--- config.mk ---
export PLATFORM = sky130hd
export DESIGN_NAME = rrx_exec
export DESIGN_NICKNAME = d
export VERILOG_FILES = /design/src/rtl/rrx_call_stack.v /design/src/rtl/rrx_exec.v
export VERILOG_INCLUDE_DIRS = /design/src /design/src/rtl
export SDC_FILE = /design/constraint.sdc
export NUM_CORES = 1
export LEC_CHECK = 0
export BUFFER_PORTS_ARGS = -buffer_cell sky130_fd_sc_hd__buf_2
export CAP_MARGIN = 20
export CORE_UTILIZATION = 50
export CTS_CLUSTER_SIZE = 14
export DETAILED_ROUTE_END_ITERATION = 7
export PLACE_DENSITY = 0.84
export SYNTH_ARGS = -nofsm -noshare
export SYNTH_HDL_FRONTEND = slang
export SYNTH_HIERARCHICAL = 1
export SYNTH_SLANG_ARGS = --single-unit
--- constraint.sdc ---
create_clock -name clk -period 3.1 [get_ports clk]
set_input_delay 0.62 -clock clk [delete_from_list [all_inputs] [get_ports clk]]
set_output_delay 0.62 -clock clk [all_outputs]
set_load 0.005 [all_outputs]
--- src/rtl/rrx_consts.vh ---
/*
 Constants for the return and rotate execution block: opcode patterns,
 field positions, widths, reset values and cycle counts.
 Assumes 14-bit instruction words and an 8-bit data path.
*/
// Contract
// - interrupt return pops stack into program counter
// - interrupt return sets global interrupt enable
// - interrupt return one word, two cycles, flags kept
// - literal return loads literal into working register
// - literal return pops return address, two cycles
// - plain return pops into counter, two cycles
// - rotate left through carry, only carry changes
// - destination bit zero to W, one to file
// - file operand 0..127 in current bank, one cycle
`ifndef RRX_CONSTS_VH
`define RRX_CONSTS_VH

// instruction word
`define RRX_INSTR_W 14
`define RRX_OP_RETURN 14'h0008
`define RRX_OP_INT_RETURN 14'h0009
`define RRX_OP_MASK 14'h3F00
`define RRX_OP_LIT_RETURN 14'h3400
`define RRX_OP_ROTATE 14'h0D00

// instruction fields
`define RRX_LIT_MSB 7
`define RRX_DEST_BIT 7
`define RRX_FADDR_W 7
`define RRX_FADDR_MSB 6

// data path and status
`define RRX_DATA_W 8
`define RRX_DATA_MSB 7
`define RRX_INT_ENABLE_BIT 7
`define RRX_BANK_W 6

// program counter and stack
`define RRX_PC_W 15
`define RRX_PC_RESET 15'h0000
`define RRX_PC_ONE 15'h0001
`define RRX_W_RESET 8'h00
`define RRX_STACK_DEPTH 16
`define RRX_SP_W 4
`define RRX_SP_RESET 4'h0
`define RRX_SP_ONE 4'h1

// cycles per instruction
`define RRX_RET_CYCLES 2
`define RRX_ROT_CYCLES 1

`endif

--- src/rtl/rrx_call_stack.v ---
/*
 Hardware call stack: flip-flop storage addressed by a stack pointer.
 Assumes push and pop come from logic on the same clock; overflow and
 underflow simply wrap the pointer.
*/
`timescale 1ns/10ps
`default_nettype none
`include "rrx_consts.vh"

module rrx_call_stack #(
   parameter DEPTH = `RRX_STACK_DEPTH,
   parameter SP_W = `RRX_SP_W,
   parameter ADDR_W = `RRX_PC_W
) (
   // clock and reset
   input wire clk,
   input wire rst_n,
   // push side
   input wire push,
   input wire [ADDR_W-1:0] pushAddr,
   // pop side
   input wire pop,
   output wire [ADDR_W-1:0] topOfStack,
   output reg [SP_W-1:0] stackPtr
);

   reg [ADDR_W-1:0] entry [0:DEPTH-1];
   wire [SP_W-1:0] spDown;
   wire [SP_W-1:0] spUp;

   assign spDown = stackPtr - {{(SP_W-1){1'b0}}, 1'b1};
   assign spUp = stackPtr + {{(SP_W-1){1'b0}}, 1'b1};
   // top entry sits one below the pointer
   assign topOfStack = entry[spDown];

   // pointer moves, pop has priority over push
   always @(posedge clk)
   begin
      if (!rst_n)
         stackPtr <= {SP_W{1'b0}};
      else if (pop)
         stackPtr <= spDown;
      else if (push)
         stackPtr <= spUp;
   end

   // storage written on push only
   always @(posedge clk)
   begin
      if (push && !pop)
         entry[stackPtr] <= pushAddr;
   end

endmodule
`default_nettype wire

--- src/rtl/rrx_exec.v ---
/*
 Execution of return-from-interrupt, return-with-literal, plain return and
 rotate-left-through-carry. Holds the program counter, working register,
 carry and global interrupt enable, and the call stack.
 Assumes the fetch unit, call logic, interrupt entry and file register
 array all run on clk; other instructions merely advance the counter.
 A return leaves one dead cycle in which fetch must drop its prefetch;
 any word offered then is refused and must be held until taken.
 A call push in the same cycle as a return pop is dropped, and a set of
 the interrupt enable by a return wins over a clear in that cycle.
 The file read data must answer fileRdAddr within the same cycle.
*/
`timescale 1ns/10ps
`default_nettype none
`include "rrx_consts.vh"

module rrx_exec #(
   parameter STACK_DEPTH = `RRX_STACK_DEPTH,
   parameter SP_W = `RRX_SP_W,
   parameter PC_W = `RRX_PC_W,
   parameter BANK_W = `RRX_BANK_W
) (
   // clock and reset
   input wire clk,
   input wire rst_n,
   // instruction from fetch
   input wire [`RRX_INSTR_W-1:0] instrWord,
   input wire instrValid,
   output wire instrTaken,
   output wire flushFetch,
   output reg [PC_W-1:0] pc,
   // call and interrupt entry
   input wire callPush,
   input wire [PC_W-1:0] callAddr,
   input wire globalIntClear,
   // file register array
   input wire [BANK_W-1:0] bankSel,
   output wire [BANK_W+`RRX_FADDR_W-1:0] fileRdAddr,
   input wire [`RRX_DATA_W-1:0] fileRdData,
   output reg fileWrEn,
   output reg [BANK_W+`RRX_FADDR_W-1:0] fileWrAddr,
   output reg [`RRX_DATA_W-1:0] fileWrData,
   // core state
   output reg [`RRX_DATA_W-1:0] wReg,
   output reg carry,
   output reg globalIntEnable,
   output wire [SP_W-1:0] stackPtr
);

   // one-hot states
   localparam [1:0] ST_EXEC = 2'b01;
   localparam [1:0] ST_FLUSH = 2'b10;

   reg [1:0] state;
   reg [1:0] next_state;
   wire [PC_W-1:0] topOfStack;
   wire issue;
   wire isIntReturn;
   wire isLitReturn;
   wire isRotate;
   wire doPop;
   wire rotIssue;
   wire rotToW;
   wire rotToFile;
   wire [`RRX_DATA_W-1:0] rotated;
   wire rotCarry;

   // matches an opcode pattern under the common mask
   function isOp;
      input [`RRX_INSTR_W-1:0] word;
      input [`RRX_INSTR_W-1:0] pattern;
      begin
         isOp = ((word & `RRX_OP_MASK) == pattern);
      end
   endfunction

   // true for any of the three returns
   function isAnyReturn;
      input [`RRX_INSTR_W-1:0] word;
      begin
         isAnyReturn = (word == `RRX_OP_RETURN) || (word == `RRX_OP_INT_RETURN) ||
            isOp(word, `RRX_OP_LIT_RETURN);
      end
   endfunction

   // rotate left through carry: top bit is the carry out
   function [`RRX_DATA_W:0] rotLeftCarry;
      input [`RRX_DATA_W-1:0] value;
      input carryIn;
      begin
         rotLeftCarry = {value, carryIn};
      end
   endfunction

   // handshake towards fetch
   assign instrTaken = (state == ST_EXEC);
   assign flushFetch = (state == ST_FLUSH);
   assign issue = instrValid && (state == ST_EXEC);

   // decode of the four instructions
   assign isIntReturn = (instrWord == `RRX_OP_INT_RETURN);
   assign isLitReturn = isOp(instrWord, `RRX_OP_LIT_RETURN);
   assign isRotate = isOp(instrWord, `RRX_OP_ROTATE); // destination bit 7 lies outside the mask
   assign doPop = issue && isAnyReturn(instrWord);

   // rotate result goes to W or back to the file register
   assign rotIssue = issue && isRotate;
   assign rotToW = rotIssue && !instrWord[`RRX_DEST_BIT];
   assign rotToFile = rotIssue && instrWord[`RRX_DEST_BIT];

   // file operand within the current bank
   assign fileRdAddr = {bankSel, instrWord[`RRX_FADDR_MSB:0]};

   // rotate left through carry
   assign {rotCarry, rotated} = rotLeftCarry(fileRdData, carry);

   // hardware call stack
   rrx_call_stack #(
      .DEPTH(STACK_DEPTH),
      .SP_W(SP_W),
      .ADDR_W(PC_W)
   ) i_rrx_call_stack (
      .clk(clk),
      .rst_n(rst_n),
      .push(callPush),
      .pushAddr(callAddr),
      .pop(doPop),
      .topOfStack(topOfStack),
      .stackPtr(stackPtr)
   );

   // next state: returns take a second, flushing cycle
   always @*
   begin
      next_state = state;
      case (state)
         ST_EXEC:
         begin
            if (doPop)
               next_state = ST_FLUSH;
         end
         ST_FLUSH:
            next_state = ST_EXEC;
         default:
            next_state = ST_EXEC;
      endcase
   end

   // state register
   always @(posedge clk)
   begin
      if (!rst_n)
         state <= ST_EXEC;
      else
         state <= next_state;
   end

   // program counter: popped on returns, else advanced
   always @(posedge clk)
   begin
      if (!rst_n)
         pc <= `RRX_PC_RESET;
      else if (doPop)
         pc <= topOfStack;
      else if (issue)
         pc <= pc + `RRX_PC_ONE;
   end

   // working register: literal return or rotate to W
   always @(posedge clk)
   begin
      if (!rst_n)
         wReg <= `RRX_W_RESET;
      else if (issue && isLitReturn)
         wReg <= instrWord[`RRX_LIT_MSB:0];
      else if (rotToW)
         wReg <= rotated;
   end

   // carry changes on rotate only, returns leave it alone
   always @(posedge clk)
   begin
      if (!rst_n)
         carry <= 1'b0;
      else if (rotIssue)
         carry <= rotCarry;
   end

   // global interrupt enable, set by interrupt return wins over clear
   always @(posedge clk)
   begin
      if (!rst_n)
         globalIntEnable <= 1'b0;
      else if (issue && isIntReturn)
         globalIntEnable <= 1'b1;
      else if (globalIntClear)
         globalIntEnable <= 1'b0;
   end

   // write strobe: one-cycle pulse after a rotate back to the file
   always @(posedge clk)
   begin
      if (!rst_n)
         fileWrEn <= 1'b0;
      else
         fileWrEn <= rotToFile;
   end

   // write address and data captured on every rotate
   always @(posedge clk)
   begin
      if (!rst_n)
      begin
         fileWrAddr <= {(BANK_W+`RRX_FADDR_W){1'b0}};
         fileWrData <= `RRX_W_RESET;
      end
      else if (rotIssue)
      begin
         fileWrAddr <= fileRdAddr;
         fileWrData <= rotated;
      end
   end

endmodule
`default_nettype wire

==> impl_metrics.json <==
{
  "drc": 0,
  "grt_use_met3_pct": 4.57,
  "total_power_uw": 8220,
  "sw_frac_of_total_pct": 22.4,
  "yosysTopAreaCell": "edfxtp_1",
  "wl_per_cell_um": 21.8,
  "dieArea_sq_um": 24500,
  "synth_nets": 784,
  "initial_utilization_pct": 51.0,
  "report.final.hold_viol_count": 0,
  "gp_congestion": 0.888,
  "grt_pass1_vias": 6751,
  "core_area_sq_um": 23400,
  "p_int_uw": 6370,
  "worst_pin_slew_ns": 0.840,
  "vias": 7057,
  "numPortBuffers": 113,
  "fillers": 1737,
  "synth_flop_cell": "edfxtp_1",
  "hp-start": "fileRdData[7]",
  "hold-worst-slack_ns": 0.328,
  "status": "finished clean",
  "reg2reg_from": "i_rrx_call_stack/stackPtr[1]",
  "firstDrtPassIters": 5,
  "antenna_found_initial": 0,
  "clkLatencyLatePin_ns": 0.54,
  "hold_buffers": 0,
  "htreeDepth": 1,
  "seq_area_sq_um": 8270,
  "skew_ns": 0.00693,
  "dp_hpwl_um": 16700,
  "grt.busiest_layer": "met2",
  "synth-seq-cells": 293,
  "area_growth_pct": 15.3,
  "rr_endpoint": "pc[2]",
  "ioPinCount": 114,
  "critPathArrivalTime_ns": 3.25,
  "ys_async_sr_fraction_pct": 0,
  "rows": 56,
  "maxSlewHeadroom_pct": 43.8,
  "rsz0062_at_grt": "false",
  "fin_crit_ns": 2.84,
  "syn-mean-instance-area_sq_um": 16.3,
  "yosys.area.top_type_share_pct": 60.4,
  "die_w_um": 156,
  "comb_power_share_pct": 9.0,
  "nets": 908,
  "p_clk_share_pct": 38.5,
  "routed_wl_um": 26000,
  "synth-xor-area-share_pct": 0.294,
  "postCtsSetupRepairBufs": 0,
  "grt_pass1_wl_um": 38400,
  "yosys_warnings": 6,
  "drtIter0Drc": 788,
  "reg2reg_depth": 8,
  "finalSetupViolCount": 0,
  "multiInputGateArea_sq_um": 3340,
  "tns_ns": 0,
  "synthTopCellsByArea": "edfxtp_1 60%, mux4_2 9.8%, dfxtp_1 8.9%",
  "ant_nets": 0,
  "numCtsBuffers": 28,
  "cts-root-buf": "clkbuf_16",
  "drv_cap": 0,
  "synth_top_family_by_area": "multiplexers",
  "synth-edff-count": 240,
  "fp.dieH_um": 156,
  "crit_required_ns": 3.50,
  "overflow": 0,
  "met2_usage_pct": 35.4,
  "drv_slew": 0,
  "synth_area_sq_um": 11900,
  "whs_path_depth": 3,
  "vdd_drop_max_uv": 509,
  "path_class": "register to register",
  "powerDensity_nw_per_um2": 597,
  "synthSimpleGateAreaFrac_pct": 7.69,
  "final.period_utilization_pct": 91.7,
  "use_met1_pct": 27.8,
  "synthMuxAreaShare_pct": 14.1,
  "vias_per_cell": 5.91,
  "synth_fa_ha_area_share_pct": 0.524,
  "crit_path_start_kind": "register",
  "clk_pin_slew_ns": 0.06,
  "p_seq_share_pct": 52.5,
  "grt_use_total_pct": 21.2,
  "hp-class": "primary input to register",
  "clk_path_buf_depth": 3,
  "n_antenna_cell": 0,
  "fin_util_pct": 58.8,
  "drive_above_1_share_pct": 30.5,
  "p_switching_uw": 1840,
  "path_max_fanout": 16,
  "p_leak_uw": 0.00479,
  "worstSetupEndpointType": "register",
  "r2r_setup_slack_ns": 0.26,
  "hold_end": "carry",
  "clock_sinks": 293,
  "synth.distinct_cells": 53,
  "max_freq_mhz": 352,
  "tritoncts": "built",
  "ys_seq_area_share_pct": 69.3,
  "grt_max_degree": 68,
  "synthesis.instances": 731,
  "synth_compound_area_share_pct": 4.94
}
## power groups by stage
stage | sequential, uW | clock (uW) | combinational [uW]
final | 4320 | 3160 | 741
after global routing | 4320 | 3350 | 788
after CTS | 4320 | 3210 | 738
after detailed placement | 4400 | 0 | 733
after global placement | 4400 | 0 | 712
after floorplan | 4400 | 0 | 465
## cell families after synthesis
kind of cell,Yosys count
xor gates and xnor gates,4
and+or+nand+nor,179
AOI/OAI and AO/OA,98
DFF,293
adders and majority gates,5
muxes,90
buffers and inverters,62
## worst max-delay path: stages, from the launching register on
cell,delay [ns]
dfxtp_1,0.49
inv_1,0.14
ha_2,0.63
buf_4,0.27
mux4_2,0.30
a211oi_1,0.56
a21oi_1,0.09
a21oi_1,0.14
o21ai_0,0.08
## area by class of cell
| type | count | share of cell area (%) |
|---|---|---|
| multi-input cells | 376 | 24.3 |
| inverters | 7 | 0.191 |
| clock buffers | 31 | 5.33 |
| clock inverters | 19 | 0.837 |
| flip-flops and latches | 293 | 60.1 |
| repair buffers | 149 | 6.29 |
| well taps | 319 | 2.90 |
## cells in the mapped netlist (10+ instances only)
cell type,count
edfxtp_1,240
nand2_1,66
a21oi_1,54
dfxtp_1,53
mux4_2,52
mux2i_1,29
nor2_1,25
nor2b_1,19
clkbuf_1,17
buf_2,15
buf_4,15
o21ai_0,12
a211oi_1,11
nand3_1,11
nand4_1,10
## stage by stage
stage	setup WS (ns)	cell area (sq um)	instances
4_1_cts	0.247	13700	1194
2_1_floorplan	0.127	11900	731
6_report	0.257	13800	1194
3_3_place_gp	0.0645	12900	1143
3_5_place_dp	0.207	12900	1144
5_1_grt	0.120	13800	1194
## per-layer routing
layer | wire [um] | share of wire (%)
met4 | 748 | 2.9
met3 | 2380 | 9.2
met2 | 12500 | 48
met5 | 0 | 0
met1 | 10400 | 40
## cells in the final DEF, fill, tap and decap left out, types with 10 or more instances in the layout
cell / n
dfxtp_1: 52
nand2_1: 66
buf_2: 113
nor2_1: 25
mux4_2: 52
mux2i_1: 29
edfxtp_1: 240
nand3_1: 11
a211oi_1: 10
a21oi_1: 54
clkbuf_16: 29
nor2b_1: 19
buf_4: 33
o21ai_0: 12
nand4_1: 10
## worst max path at each step
stage	startpoint	end	slack, ns	cells past startpoint
floorplan	instrWord[11]	i_rrx_call_stack/entry[7][0]	0.13	9
global placement	instrWord[12]	i_rrx_call_stack/entry[15][6]	0.06	8
detailed placement	instrWord[8]	i_rrx_call_stack/entry[0][8]	0.21	11
CTS	i_rrx_call_stack/stackPtr[1]	pc[6]	0.25	8
global route	i_rrx_call_stack/stackPtr[1]	pc[2]	0.12	8
finish	i_rrx_call_stack/stackPtr[1]	pc[2]	0.26	8
## sequential cells by signal (all words and copies together) (netlist names), 2 cells and up
signal,flops
wReg,8
i_rrx_call_stack/stackPtr,4
i_rrx_call_stack/entry,240
pc,15
fileWrData,8
state,2
fileWrAddr,13
## what timing repair did
| action | CTS | global route |
|---|---|---|
| gates resized for setup | 0 | 1 |
| endpoints found under the hold margin | 0 | 0 |
| setup endpoints to repair | 0 | 1 |
Note: power is estimated with default switching activity, not from simulation.
